==> config.mk <==
export PLATFORM = sky130hd
export DESIGN_NAME = dbg_access_regs
export DESIGN_NICKNAME = d
export VERILOG_FILES = /design/src/verilog/dbg_access_pkg.sv /design/src/verilog/status_sampler.sv /design/src/verilog/dbg_access_regs.sv
export SDC_FILE = /design/constraint.sdc
export NUM_CORES = 1
export LEC_CHECK = 0
export ABC_CLOCK_PERIOD_IN_PS = 2100
export BUFFER_PORTS_ARGS = -buffer_cell sky130_fd_sc_hd__buf_4
export CELL_PAD_IN_SITES_DETAIL_PLACEMENT = 1
export CELL_PAD_IN_SITES_GLOBAL_PLACEMENT = 2
export CORE_MARGIN = 1
export CORE_UTILIZATION = 28
export DETAILED_ROUTE_END_ITERATION = 12
export PLACE_DENSITY_LB_ADDON = 0.3
export SLEW_MARGIN = 15
export SYNTH_ARGS = -nofsm -noshare
export SYNTH_HDL_FRONTEND = slang
export SYNTH_SLANG_ARGS = --single-unit
==> constraint.sdc <==
create_clock -name clk -period 2.1 [get_ports clk]
set_input_delay 0.315 -clock clk [delete_from_list [all_inputs] [get_ports clk]]
set_output_delay 0.315 -clock clk [all_outputs]
set_load 0.005 [all_outputs]
==> src/verilog/dbg_access_pkg.sv <==
// Constants of the debug-port access-layer registers.
// Shared by the register block and its status sampler.
package dbg_access_pkg;
  localparam logic [3:0] system_reset_request_offset = 4'h8;
  localparam logic [3:0] debug_clock_control_offset = 4'h9;
  localparam logic [3:0] system_control_offset = 4'hA;
  localparam logic [3:0] system_status_offset = 4'hB;
  localparam logic [3:0] memory_scan_crc_status_offset = 4'hC;
  localparam logic [7:0] reset_signature = 8'h59;
  localparam logic [1:0] clock_select_16mhz = 2'h1;
  localparam logic [1:0] clock_select_8mhz = 2'h2;
  localparam logic [1:0] clock_select_4mhz = 2'h3;
  localparam logic [1:0] clock_select_reset = 2'h3;
  localparam int user_row_done_bit = 1;
  localparam int system_clock_request_bit = 0;
  localparam int system_reset_active_bit = 5;
  localparam int system_sleeping_bit = 4;
  localparam int nvm_programming_permitted_bit = 3;
  localparam int user_row_programming_permitted_bit = 2;
  localparam int device_locked_bit = 0;
  localparam logic [2:0] crc_not_enabled = 3'h0;
  localparam logic [2:0] crc_busy = 3'h1;
  localparam logic [2:0] crc_done_ok = 3'h2;
  localparam logic [2:0] crc_done_failed = 3'h4;
  localparam logic [7:0] system_status_reset = 8'h01;
  typedef enum logic [1:0] {
    crc_idle = 2'b00,
    crc_running = 2'b01,
    crc_passed = 2'b11,
    crc_failed = 2'b10
  } crc_state_type;
endpackage

==> src/verilog/status_sampler.sv <==
// Registered sampler for the status levels the system domain presents.
// Assumes its inputs are synchronous to clk.
`timescale 1ns/1ps
module status_sampler (
  input wire logic clk,
  input wire logic rstn,
  input wire logic [7:0] raw,
  output logic [7:0] held
);
  import dbg_access_pkg::*;

  always_ff @(posedge clk or negedge rstn) begin
    if (!rstn) begin
      held <= system_status_reset;
    end else begin
      held <= raw;
    end
  end
endmodule

==> src/verilog/dbg_access_regs.sv <==
// Access-layer control and status registers of the single-wire debug port.
// Assumes a port-internal register strobe interface on the debug-port clock;
// rstn is the port-disable reset and is never driven by the system reset.
// Summary of operation
// - Writing 0x59 holds system reset.
// - Any other value written to offset 0x8 releases held reset.
// - Bit 0 shows held reset; others zero.
// - System reset never resets this block.
// - Clock select 1/2/3 = 16/8/4 MHz.
// - User-row-done write starts flash programming.
// - Early done write: processor continues anyway.
// - User-row-done writable only with key.
// - Clock request bit written one/zero.
// - Clock request set on enable.
// - Reset-active bit set, cleared on read.
// - Sleeping bit follows system sleep.
// - NVM programming permitted status shown.
// - User-row programming permitted status shown.
// - Lock bit reads one until erased.
// - CRC field is one-hot scan status.
// - Only the debug port reads these.
// - User-row key status bit shown.
`timescale 1ns/1ps
module dbg_access_regs (
  input wire logic clk,
  input wire logic rstn,
  input wire logic reg_write,
  input wire logic reg_read,
  input wire logic [3:0] reg_address,
  input wire logic [7:0] reg_write_data,
  output logic [7:0] reg_read_data,
  output logic [7:0] key_status,
  output logic system_reset_hold,
  output logic [1:0] debug_clock_select,
  output logic system_clock_request,
  output logic user_row_done,
  input wire logic user_row_write_key_active,
  input wire logic system_in_reset,
  input wire logic system_sleeping,
  input wire logic nvm_programming_permitted,
  input wire logic user_row_programming_permitted,
  input wire logic device_locked,
  input wire logic crc_enabled,
  input wire logic crc_finished,
  input wire logic crc_signature_good
);
  import dbg_access_pkg::*;

  logic [7:0] raw_status;
  logic [7:0] sampled;
  logic reset_active_sticky;
  logic status_read;
  logic [2:0] crc_code;
  crc_state_type crc_state;
  crc_state_type next_crc_state;

  assign status_read = reg_read && reg_address == system_status_offset;
  assign key_status = {2'h0, user_row_write_key_active, 5'h00};

  always_comb begin
    raw_status = 8'h00;
    raw_status[system_sleeping_bit] = system_sleeping;
    raw_status[nvm_programming_permitted_bit] = nvm_programming_permitted;
    raw_status[user_row_programming_permitted_bit] = user_row_programming_permitted;
    raw_status[device_locked_bit] = device_locked;
  end

  status_sampler u_sampler (
    .clk(clk),
    .rstn(rstn),
    .raw(raw_status),
    .held(sampled)
  );

  // The block sees only rstn, so a held system reset keeps the session alive.
  always_ff @(posedge clk or negedge rstn) begin
    if (!rstn) begin
      system_reset_hold <= 1'b0;
    end else if (reg_write && reg_address == system_reset_request_offset) begin
      system_reset_hold <= (reg_write_data == reset_signature);
    end
  end

  always_ff @(posedge clk or negedge rstn) begin
    if (!rstn) begin
      debug_clock_select <= clock_select_reset;
    end else if (reg_write && reg_address == debug_clock_control_offset) begin
      if (reg_write_data[1:0] != 2'h0) begin
        debug_clock_select <= reg_write_data[1:0];
      end
    end
  end

  // Port enable is rstn release, so the request comes up set.
  always_ff @(posedge clk or negedge rstn) begin
    if (!rstn) begin
      system_clock_request <= 1'b1;
    end else if (reg_write && reg_address == system_control_offset) begin
      system_clock_request <= reg_write_data[system_clock_request_bit];
    end
  end

  // One-cycle start pulse; the flash side runs whatever RAM holds then.
  always_ff @(posedge clk or negedge rstn) begin
    if (!rstn) begin
      user_row_done <= 1'b0;
    end else begin
      user_row_done <= reg_write && reg_address == system_control_offset
        && reg_write_data[user_row_done_bit] && user_row_write_key_active;
    end
  end

  // A new reset event wins over the clearing read.
  always_ff @(posedge clk or negedge rstn) begin
    if (!rstn) begin
      reset_active_sticky <= 1'b0;
    end else if (system_in_reset || system_reset_hold) begin
      reset_active_sticky <= 1'b1;
    end else if (status_read) begin
      reset_active_sticky <= 1'b0;
    end
  end

  always_comb begin
    next_crc_state = crc_state;
    case (crc_state)
      crc_idle: if (crc_enabled) next_crc_state = crc_running;
      crc_running: begin
        if (!crc_enabled) next_crc_state = crc_idle;
        else if (crc_finished) next_crc_state = crc_signature_good ? crc_passed : crc_failed;
      end
      crc_passed: if (!crc_enabled) next_crc_state = crc_idle;
      crc_failed: if (!crc_enabled) next_crc_state = crc_idle;
      default: next_crc_state = crc_idle;
    endcase
  end

  always_ff @(posedge clk or negedge rstn) begin
    if (!rstn) begin
      crc_state <= crc_idle;
    end else begin
      crc_state <= next_crc_state;
    end
  end

  always_comb begin
    case (crc_state)
      crc_running: crc_code = crc_busy;
      crc_passed: crc_code = crc_done_ok;
      crc_failed: crc_code = crc_done_failed;
      default: crc_code = crc_not_enabled;
    endcase
  end

  // Read data only leave through this port; no processor path exists.
  always_ff @(posedge clk or negedge rstn) begin
    if (!rstn) begin
      reg_read_data <= 8'h00;
    end else if (reg_read) begin
      case (reg_address)
        system_reset_request_offset: reg_read_data <= {7'h00, system_reset_hold};
        debug_clock_control_offset: reg_read_data <= {6'h00, debug_clock_select};
        system_control_offset: reg_read_data <= {7'h00, system_clock_request};
        system_status_offset: begin
          reg_read_data <= sampled | {2'h0, reset_active_sticky || system_reset_hold, 5'h00};
        end
        memory_scan_crc_status_offset: reg_read_data <= {5'h00, crc_code};
        default: reg_read_data <= 8'h00;
      endcase
    end
  end
endmodule

==> results of run 1 <==
-- per-layer routing --
layer	vias to the layer above	routed length, um	global-route usage	part of all wire
li1	357	-	-	-
met1	351	946	0.174	0.44
met3	2	123	0.0393	0.057
met4	0	25	0.0306	0.012
met5	-	0	0	0
met2	28	1060	0.215	0.49
-- final cells by class --
type / instances / area, sq um / area share
sequential: 18 / 455 / 0.369
multi-input combinational: 55 / 378 / 0.306
timing repair buffer: 37 / 280 / 0.227
tap: 44 / 55.1 / 0.0446
clock buffer: 4 / 36.3 / 0.0294
inverter: 8 / 30.0 / 0.0243
-- cell families (layout without fill, tap and decap cells) --
family	after synthesis	count (layout)
AND/OR/NAND/NOR	24	24
buffers and inverters	21	49
AO/OA/AOI/OAI	19	19
flip-flops	18	18
multiplexers	3	3
other	1	9
-- how the worst min path moves through the flow --
stage                             endpoint  slack [ns]  cells after the start
2_1_floorplan     crc_state[0]$_DFFE_PN0P_        0.02                      0
3_3_place_gp       user_row_done$_DFF_PN0_        0.20                      1
3_5_place_dp       user_row_done$_DFF_PN0_        0.20                      1
4_1_cts        u_sampler.held[0]$_DFF_PN1_         0.1                      1
5_1_grt        u_sampler.held[0]$_DFF_PN1_        0.08                      1
6_report       u_sampler.held[0]$_DFF_PN1_        0.11                      1
-- registers in the layout, summed over array words and instances, names as in the netlist --
name / cells
reg_read_data: 6
system_clock_request: 1
debug_clock_select: 2
reset_active_sticky: 1
system_reset_hold: 1
crc_state: 2
user_row_done: 1
u_sampler.held: 4
-- power breakdown --
part	total [mW]	internal [mW]	switching [mW]	leakage, nW
sequential	0.401	0.381	0.0196	0.222
clock	0.221	0.106	0.116	0.0210
combinational	0.137	0.0831	0.0542	0.340
-- cells in the final DEF, fill, tap and decap left out, types with 2 or more instances in the layout --
master	synthesis	routed
a21bo_2	2	2
a32oi_1	2	2
buf_4	11	36
clkbuf_4	0	3
conb_1	1	9
dfrtp_1	14	14
dfstp_2	4	4
inv_1	8	8
nand2_1	2	2
nand3_1	5	5
nor2_1	2	2
nor2b_1	3	3
nor4bb_1	3	3
o21ai_0	5	5
o22ai_1	2	2
-- through the flow --
stage	setup WS (ns)	std cells	power, mW	utilization
floorplan	0.957	94	0.473	-
global placement	0.848	161	0.541	0.383
detailed placement	0.810	161	0.545	0.383
CTS	0.785	166	0.772	0.398
global route	0.750	166	0.806	0.398
finish	0.802	166	0.759	0.398
==> results.tsv, run 1 <==
stage	metric	value	unit
worst_setup_path	CP Buf/Inv Count	1	
worst_setup_path	CP arrival	0.98	ns
clock_tree	total CTS buffers	3	
synth	post-synthesis adder-cell area fraction	0	
synth	Post-Synth Simple-Gate Area	0.184	
worst_setup_path	CP delay by family, top	flip-flops	
timing	Layout Skew	0.00670	ns
timing	Final Cycle Share	0.618	
timing	Hold Vio Cnt, Final	0	
layout	nets@finish	148	
clock_tree	root buf cell	clkbuf_4	
synth	post-synthesis sequential area ratio	0.493	
global_route	gr usage total	0.133	
layout	Filler cells	380	
clock_tree	CTS tree	built	
synth	Synth area leader	dfrtp_1	
worst_setup_path	Worst EP required	1.78	ns
timing	endpoints failing setup	0	
worst_setup_path	CP Max Fanout	3	
route	post-route ant nets	0	
global_route	largest net degree at the start of global routing	19	
clock_tree	latest clock arrival within the worst-skew pair	0.30	ns
worst_setup_path	worst setup path end	debug_clock_select[1]	
synth	mapped cell area	925	sq um
synth	count leader, synth	dfrtp_1	
place	Placer Congestion	0.726	
synth	number of distinct library cells after synthesis	36	
flow_run	max_cap viols	0	
synth	Seq cells post-synth	18	
route	final wirelength	2160	um
clock_tree	Worst-path clk slew	0.11	ns
place	I/O Buffers	36	
global_route	total congestion overflow	0	
die	Ports	46	
synth	synth top area cells	dfrtp_1, dfstp_2, buf_4	
power_and_ir_drop	Peak VDD IR	0.290	mV
clock_tree	cts repair resizes	0	
power_and_ir_drop	Leak	0.583	nW
synth	commonest cells in the netlist	dfrtp_1, buf_4, inv_1	
place	placed cell area	0.00119	sq mm
die	Std-Cell Core Area	0.00310	sq mm
synth	mux cell area share after synthesis	0.0392	
synth	Post-synth EDFFs	0	
run_status	run status	complete, no violations	
worst_setup_path	Crit. Startpoint	debug_clock_select[1]$_DFFE_PN1P_	
clock_tree	post-CTS setup buffers	0	
worst_setup_path	Crit Reg-Reg Endpoint	reg_read_data[0]$_DFFE_PN0P_	
worst_setup_path	critical path's slowest cell	dfstp_2	
synth	largest family of logic cells by synthesized area	simple AND/OR/NAND/NOR gates	
die	Initial Util	0.298	
route	DRC	0	
synth	Synth top area share	0.379	
worst_setup_path	worst r2r src	system_reset_hold$_DFFE_PN0P_	
worst_hold_path	Hold Startpoint	device_locked	
route	routed vias	738	
worst_setup_path	R2R Setup Slk	0.99	ns
timing	crit path time final	1.30	ns
worst_setup_path	Worst Reg-to-Reg Cells	3	
place	hpwl dp	1620	um
die	die span in x	59.5	um
worst_setup_path	Worst setup EP type	output port	
worst_hold_path	Hold Path Class	in -> reg	
clock_tree	H-tree Lvls	1	
clock_tree	# clock sinks	18	
synth	Mapped Cells	86	
global_route	global-route wire length before repair	3430	um
power_and_ir_drop	power per cell area	615	mW/mm^2
clock_tree	clk buf depth	2	
synth	yosys warns	0	
layout	post-route cell area	0.00123	sq mm
worst_setup_path	Worst Path Class, Setup	reg -> out	
die	Die Y	59.5	um
worst_setup_path	CP peak stage delay	0.57	ns
timing	setup repair after global routing missed its margin	no	
timing	tightest hold margin	0.109	ns
global_route	vias in the first global route	726	
die	Rows	20	
route	WL per Instance	13.0	um
timing	Slew Viols, Final	0	
layout	# diodes	0	
worst_setup_path	CP Depth	1	
synth	Async S/R FF share, synth	1.00	
route	DR pass1 iterations	4	
timing	Final TNS setup	0	ns
timing	fmax	770	MHz
route	Vias per Instance	4.45	
global_route	initial antenna violation count	0	
layout	share of layout cells above drive strength 1	0.418	
worst_setup_path	CP startpoint kind	flip-flop	
worst_setup_path	worst-path cell chain	buf_4	
layout	Syn-to-layout area delta	33.6	%
synth	post-synthesis compound-gate area fraction	0.149	
route	Starting DRT DRC Count	24	
synth	post-synthesis xor/xnor area fraction	0	
synth	Post-synth top flop	dfrtp_1	
synth	Mapped Avg Cell Area	10.8	sq um
die	Die Area	0.00354	sq mm
clock_tree	Hold Buf Count CTS	1	
Note: power is estimated with default switching activity, not from simulation.
==> inputs of run 2 (changes only) <==
--- a/config.mk
+++ b/config.mk
@@ -5,12 +5,12 @@
 export SDC_FILE = /design/constraint.sdc
 export NUM_CORES = 1
 export LEC_CHECK = 0
-export ABC_CLOCK_PERIOD_IN_PS = 2100
+export ABC_CLOCK_PERIOD_IN_PS = 1100
 export BUFFER_PORTS_ARGS = -buffer_cell sky130_fd_sc_hd__buf_4
 export CELL_PAD_IN_SITES_DETAIL_PLACEMENT = 1
 export CELL_PAD_IN_SITES_GLOBAL_PLACEMENT = 2
 export CORE_MARGIN = 1
-export CORE_UTILIZATION = 28
+export CORE_UTILIZATION = 23
 export DETAILED_ROUTE_END_ITERATION = 12
 export PLACE_DENSITY_LB_ADDON = 0.3
 export SLEW_MARGIN = 15
==> constraint.sdc (replaced) <==
create_clock -name clk -period 1.1 [get_ports clk]
set_input_delay 0.165 -clock clk [delete_from_list [all_inputs] [get_ports clk]]
set_output_delay 0.165 -clock clk [all_outputs]
set_load 0.005 [all_outputs]
==> results.tsv, run 2 (synthesis results as in run 1) <==
stage	metric	value	unit	change
worst_setup_path	Worst Reg-to-Reg Cells	3		unchanged
place	I/O Buffers	36		unchanged
route	final wirelength	2180	um	was 2160 um
timing	fmax	935	MHz	
layout	nets@finish	151		was 148
run_status	run status	complete, no violations		unchanged
die	die span in x	65.4	um	was 59.5 um
worst_setup_path	worst setup path end	debug_clock_select[0]		was debug_clock_select[1]
die	Rows	22		was 20
route	Vias per Instance	4.36		was 4.45
clock_tree	total CTS buffers	3		unchanged
worst_setup_path	critical path's slowest cell	dfstp_2		unchanged
layout	Final Non-Filler Cells	173		was 166
timing	endpoints failing setup	0		unchanged
worst_setup_path	worst r2r src	system_reset_hold$_DFFE_PN0P_		unchanged
worst_setup_path	Crit Reg-Reg Endpoint	reg_read_data[0]$_DFFE_PN0P_		unchanged
worst_setup_path	CP startpoint kind	flip-flop		unchanged
worst_setup_path	Worst Path Class, Setup	reg -> out		unchanged
place	hpwl dp	1750	um	was 1620 um
die	Std-Cell Core Area	0.00377	sq mm	was 0.00310 sq mm
die	Die Y	65.4	um	was 59.5 um
power_and_ir_drop	Net Sw Frac	0.232		was 0.249
power_and_ir_drop	power per cell area	1230	mW/mm^2	was 615 mW/mm^2
layout	Syn-to-layout area delta	41.3	%	was 33.6%
worst_setup_path	CP peak stage delay	0.56	ns	was 0.57 ns
worst_setup_path	Worst EP required	0.94	ns	was 1.78 ns
power_and_ir_drop	switching power	0.373	mW	was 0.189 mW
worst_hold_path	Hold Path Class	in -> reg		unchanged
worst_setup_path	CP Buf/Inv Count	1		unchanged
die	Ports	46		unchanged
global_route	total congestion overflow	0		unchanged
clock_tree	root buf cell	clkbuf_8		was clkbuf_4
power_and_ir_drop	Leak	0.612	nW	was 0.583 nW
power_and_ir_drop	Comb pwr share	0.187		was 0.181
layout	share of layout cells above drive strength 1	0.440		was 0.418
layout	register with the most flip-flops	reg_read_data		unchanged
clock_tree	CTS tree	built		unchanged
worst_setup_path	R2R Setup Slk	0.08	ns	was 0.99 ns
route	Starting DRT DRC Count	9		was 24
global_route	largest net degree at the start of global routing	19		unchanged
power_and_ir_drop	Clock power frac	0.336		was 0.291
route	post-route ant nets	0		unchanged
power_and_ir_drop	Peak VDD IR	0.491	mV	was 0.290 mV
route	DRC	0		unchanged
clock_tree	latest clock arrival within the worst-skew pair	0.25	ns	was 0.30 ns
worst_setup_path	CP arrival	0.90	ns	was 0.98 ns
layout	# diodes	0		unchanged
worst_setup_path	Crit. Startpoint	debug_clock_select[0]$_DFFE_PN1P_		was debug_clock_select[1]$_DFFE_PN1P_
timing	crit path time final	1.07	ns	
route	routed vias	754		was 738
place	Placed Cells	167		was 161
timing	Hold Vio Cnt, Final	0		unchanged
clock_tree	# clock sinks	18		unchanged
die	Die Area	0.00428	sq mm	was 0.00354 sq mm
timing	setup repair after global routing missed its margin	yes		was no
worst_setup_path	Worst setup EP type	output port		unchanged
timing	Slew Viols, Final	0		unchanged
global_route	global-route wire length before repair	3620	um	was 3430 um
worst_setup_path	worst-path cell chain	buf_6		was buf_4
layout	max reg flops	6		unchanged
power_and_ir_drop	Internal	1.23	mW	was 0.570 mW
clock_tree	Worst-path clk slew	0.07	ns	was 0.11 ns
layout	most common cell after layout, fill and taps aside	buf_4		unchanged
layout	Filler cells	433		was 380
layout	Top Registers	reg_read_data x6, u_sampler.held x4		unchanged
route	DR pass1 iterations	2		was 4
route	WL per Instance	12.6	um	was 13.0 um
timing	Layout Skew	0.00323	ns	was 0.00670 ns
timing	Final Cycle Share	0.972		
place	Placer Congestion	0.705		was 0.726
layout	commonest non-fill, non-tap cells in the layout	buf_4, dfrtp_1, conb_1		unchanged
clock_tree	clk buf depth	2		unchanged
flow_run	max_cap viols	0		unchanged
global_route	vias in the first global route	771		was 726
worst_setup_path	CP Depth	1		unchanged
global_route	gr usage total	0.113		was 0.133
die	Initial Util	0.245		was 0.298
worst_setup_path	CP Max Fanout	3		unchanged
worst_setup_path	CP delay by family, top	flip-flops		unchanged
timing	Final TNS setup	0	ns	unchanged
global_route	initial antenna violation count	0		unchanged
power_and_ir_drop	sequential power share	0.477		was 0.528
clock_tree	H-tree Lvls	1		unchanged
## run 2: worst min-delay path by stage
stage	from	end	slack, ns	cells past startpoint
floorplan	rstn	crc_state[0]$_DFFE_PN0P_	-0.13	0
global placement	rstn	user_row_done$_DFF_PN0_	0.05	1
CTS	device_locked	u_sampler.held[0]$_DFF_PN1_	0.006	1
detailed placement	rstn	reg_read_data[5]$_DFFE_PN0P_	0.05	1
finish	user_row_programming_permitted	u_sampler.held[2]$_DFF_PN0_	0.01	1
global route	user_row_programming_permitted	u_sampler.held[2]$_DFF_PN0_	0.001	1
## run 2: repair_timing
action / 4_1_cts / 5_1_grt
hold buffers: 1 / 0
gates resized for setup: 0 / 6
cloned: 0 / 0
buffers inserted: 1 / 0
endpoints found under the hold margin: 14 / 0
setup endpoints to repair: 1 / 4
## run 2: cell type report
cell class                 instances  area (sq um)  area share
clock buffer                       4          55.1      0.0421
inverter                           8          30.0      0.0230
multi-input combinational         55           384       0.294
sequential                        18           455       0.349
tap                               48          60.1      0.0460
timing repair buffer              40           322       0.246
## run 2: power groups by stage
| stage | Combinational, mW | Clock (mW) | Sequential [mW] |
|---|---|---|---|
| after floorplan | 0.132 | 0 | 0.771 |
| after global placement | 0.259 | 0 | 0.779 |
| after detailed placement | 0.267 | 0 | 0.779 |
| after CTS | 0.288 | 0.565 | 0.764 |
| after global routing | 0.331 | 0.593 | 0.777 |
| final | 0.301 | 0.539 | 0.767 |
## run 2: metrics by stage
| step | util | hold slack, ns | instance area [sq um] | worst slack [ns] | total power [mW] |
|---|---|---|---|---|---|
| 4_1_cts | 0.340 | 0.00619 | 1280 | 0.00401 | 1.62 |
| 5_1_grt | 0.346 | 0.00145 | 1310 | -0.00609 | 1.70 |
| 6_report | 0.346 | 0.0131 | 1310 | 0.0305 | 1.61 |
| 2_1_floorplan | - | -0.131 | 955 | 0.0878 | 0.903 |
| 3_3_place_gp | 0.321 | 0.0475 | 1210 | 0.0172 | 1.04 |
| 3_5_place_dp | 0.321 | 0.0520 | 1210 | -0.0213 | 1.05 |
## run 2: per-layer routing
metal / GRT usage / up-vias / share of wire
met5: 0 / - / 0
met2: 0.184 / 24 / 0.51
met1: 0.139 / 364 / 0.42
met4: 0.0408 / 0 / 0.015
met3: 0.0365 / 2 / 0.056
li1: - / 364 / -
==> inputs of run 3 (changes only) <==
--- a/config.mk
+++ b/config.mk
@@ -9,11 +9,13 @@
 export BUFFER_PORTS_ARGS = -buffer_cell sky130_fd_sc_hd__buf_4
 export CELL_PAD_IN_SITES_DETAIL_PLACEMENT = 1
 export CELL_PAD_IN_SITES_GLOBAL_PLACEMENT = 2
+export CORE_ASPECT_RATIO = 2
 export CORE_MARGIN = 1
-export CORE_UTILIZATION = 23
+export CORE_UTILIZATION = 25
 export DETAILED_ROUTE_END_ITERATION = 12
-export PLACE_DENSITY_LB_ADDON = 0.3
+export PLACE_DENSITY = 0.79
 export SLEW_MARGIN = 15
 export SYNTH_ARGS = -nofsm -noshare
 export SYNTH_HDL_FRONTEND = slang
+export SYNTH_HIERARCHICAL = 1
 export SYNTH_SLANG_ARGS = --single-unit
==> results.tsv, run 3 <==
stage	metric	value	unit	change
run_status	run status	complete, but fails checks		was complete, no violations
run_status	violated checks	setup timing		
timing	final worst slack	-0.0201	ns	was 0.0305 ns
timing	fmax	893	MHz	was 935 MHz
die	Ports	46		unchanged
synth	Synth top area share	0.459		was 0.379
place	Placer Congestion	0.835		was 0.705
route	post-route ant nets	0		unchanged
global_route	met2 Usage GRT	0.242		was 0.184
synth	synth top area cells	dfrtp_1, dfstp_2, buf_4		unchanged
global_route	met3 GRT Util	0.0191		was 0.0365
layout	Top Registers	reg_read_data x8, u_sampler/held x8		was reg_read_data x6, u_sampler.held x4
timing	tightest hold margin	0.0908	ns	was 0.0131 ns
synth	Synth area leader	dfrtp_1		unchanged
route	WL per Instance	13.7	um	was 12.6 um
layout	nets@finish	174		was 151
route	Starting DRT DRC Count	10		was 9
synth	Post-synth top flop	dfrtp_1		unchanged
layout	most common cell after layout, fill and taps aside	buf_4		unchanged
timing	Slew Viols, Final	0		unchanged
clock_tree	CTS tree	built		unchanged
worst_setup_path	R2R Setup Slk	-0.02	ns	was 0.08 ns
timing	Layout Skew	0.00299	ns	was 0.00323 ns
route	final wirelength	2730	um	was 2180 um
global_route	global-route wire length before repair	4390	um	was 3620 um
worst_setup_path	CP Max Fanout	3		unchanged
synth	count leader, synth	dfrtp_1		unchanged
power_and_ir_drop	Peak VDD IR	0.510	mV	was 0.491 mV
worst_setup_path	Worst setup EP type	flip-flop		was output port
die	Die Y	95.4	um	was 65.4 um
layout	Filler cells	490		was 433
clock_tree	clk buf depth	2		unchanged
worst_setup_path	CP startpoint kind	flip-flop		unchanged
timing	Final TNS setup	-0.0243	ns	was 0 ns
power_and_ir_drop	Leak	0.726	nW	was 0.612 nW
route	DR pass1 iterations	2		unchanged
place	hpwl dp	2140	um	was 1750 um
synth	Mapped Cells	98		was 86
global_route	total congestion overflow	0		unchanged
power_and_ir_drop	total power	1.92	mW	was 1.61 mW
synth	commonest cells in the netlist	dfrtp_1, inv_1, buf_4		was dfrtp_1, buf_4, inv_1
global_route	gr usage total	0.127		was 0.113
synth	Post-synth EDFFs	0		unchanged
power_and_ir_drop	power per cell area	1240	mW/mm^2	was 1230 mW/mm^2
synth	Mapped Avg Cell Area	11.1	sq um	was 10.8 sq um
place	pre-CTS setup slack	-0.0492	ns	was -0.0213 ns
worst_hold_path	Hold Path Class	in -> reg		unchanged
clock_tree	root buf cell	clkbuf_8		unchanged
clock_tree	latest clock arrival within the worst-skew pair	0.27	ns	was 0.25 ns
timing	endpoints failing setup	2		was 0
route	DRC	0		unchanged
synth	post-synthesis sequential area ratio	0.556		was 0.493
timing	setup repair after global routing missed its margin	yes		unchanged
clock_tree	Worst-path clk slew	0.08	ns	was 0.07 ns
flow_run	max_cap viols	0		unchanged
synth	Seq cells post-synth	24		was 18
layout	commonest non-fill, non-tap cells in the layout	buf_4, dfrtp_1, inv_1, conb_1, nand3_1		was buf_4, dfrtp_1, conb_1
die	die span in x	48.7	um	was 65.4 um
global_route	met1 Use GR	0.129		was 0.139
global_route	GRT busiest layer	met2		unchanged
global_route	vias in the first global route	996		was 771
die	Std-Cell Core Area	0.00413	sq mm	was 0.00377 sq mm
worst_setup_path	CP arrival	1.27	ns	was 0.90 ns
layout	# diodes	0		unchanged
synth	mapped cell area	0.00109	sq mm	was 925 sq um
place	Placed Cells	189		was 167
timing	crit path time final	1.12	ns	was 1.07 ns
synth	number of distinct library cells after synthesis	33		was 36
layout	Final Non-Filler Cells	200		was 173
synth	yosys warns	6		was 0
clock_tree	H-tree Lvls	1		unchanged
synth	Async S/R FF share, synth	1.00		unchanged
timing	Final Cycle Share	1.02		was 0.972
route	routed vias	888		was 754
clock_tree	# clock sinks	24		was 18
die	Initial Util	0.264		was 0.245
global_route	initial antenna violation count	0		unchanged
timing	Hold Vio Cnt, Final	0		unchanged
die	Die Area	0.00464	sq mm	was 0.00428 sq mm
die	Rows	33		was 22
worst_setup_path	Worst Path Class, Setup	reg -> reg		was reg -> out
place	I/O Buffers	38		was 36
clock_tree	total CTS buffers	3		unchanged
route	Vias per Instance	4.44		was 4.36
layout	Syn-to-layout area delta	42.3	%	was 41.3%
layout	share of layout cells above drive strength 1	0.378		was 0.440
global_route	largest net degree at the start of global routing	25		was 19
worst_setup_path	Worst EP required	1.25	ns	was 0.94 ns
run 3: cell count changes in the layout (fill, tap and decap cells not counted), sizes merged, moves of 3 or more:
cell,delta
dfrtp,+6
nand3,+3
buf,+3
inv,+3
dlygate4sd3,+4
run 3: power breakdown:
part | switching, mW | leakage (nW) | internal, mW | total [mW]
clock | 0.279 | 0.0228 | 0.260 | 0.539
combinational | 0.145 | 0.408 | 0.226 | 0.370
sequential | 0.0499 | 0.295 | 0.964 | 1.01
run 3: path summary, 6_finish.rpt:
path,start,endpoint,cells after the start
max,system_reset_hold$_DFFE_PN0P_,reg_read_data[0]$_DFFE_PN0P_,3
min,system_in_reset,reset_active_sticky$_DFFE_PN0P_,2
max reg2reg,system_reset_hold$_DFFE_PN0P_,reg_read_data[0]$_DFFE_PN0P_,3
min reg2reg,u_sampler/held[3]$_DFF_PN0_,reg_read_data[3]$_DFFE_PN0P_,2
max in group asynchronous,rstn,debug_clock_select[1]$_DFFE_PN1P_,2
min in group asynchronous,rstn,reg_read_data[4]$_DFFE_PN0P_,2
run 3: kinds of logic after synthesis:
group / Yosys count / synth area share
AO/OA/AOI/OAI: 19 / 0.117
multiplexers: 5 / 0.0505
other: 1 / 0.00344
AND/OR/NAND/NOR: 27 / 0.163
buffers and inverters: 22 / 0.110
flip-flops: 24 / 0.556
run 3: metal layers:
layer  share of wire  vias up  wire length (um)
li1                -      424                 -
met1            0.37      429              1000
met2            0.57       29              1560
met3           0.039        6               106
met4           0.022        0                59
met5               0        -                 0
run 3: area by class of cell:
class                      instances  area (sq um)  area share
multi-input combinational         62           413       0.266
sequential                        24           606       0.391
inverter                          11          41.3      0.0266
tap                               52          65.1      0.0420
timing repair buffer              47           380       0.245
clock buffer                       4          45.0      0.0291
run 3: through the flow:
step | cell area, sq um | utilization
6_report | 1550 | 0.375
4_1_cts | 1550 | 0.375
2_1_floorplan | 1130 | -
3_5_place_dp | 1410 | 0.342
3_3_place_gp | 1410 | 0.342
5_1_grt | 1550 | 0.375
run 3: timing repair:
action,CTS,global route
hold buffers,5,0
setup endpoints to repair,5,5
endpoints found under the hold margin,24,0
gates cloned,0,0
resized for setup,6,0
setup buffers,2,0
run 3: worst max-delay path, stage by stage (launching register included):
cell	delay, ns
dfrtp_1	0.41
mux2_2	0.28
a22oi_2	0.19
o221ai_2	0.12
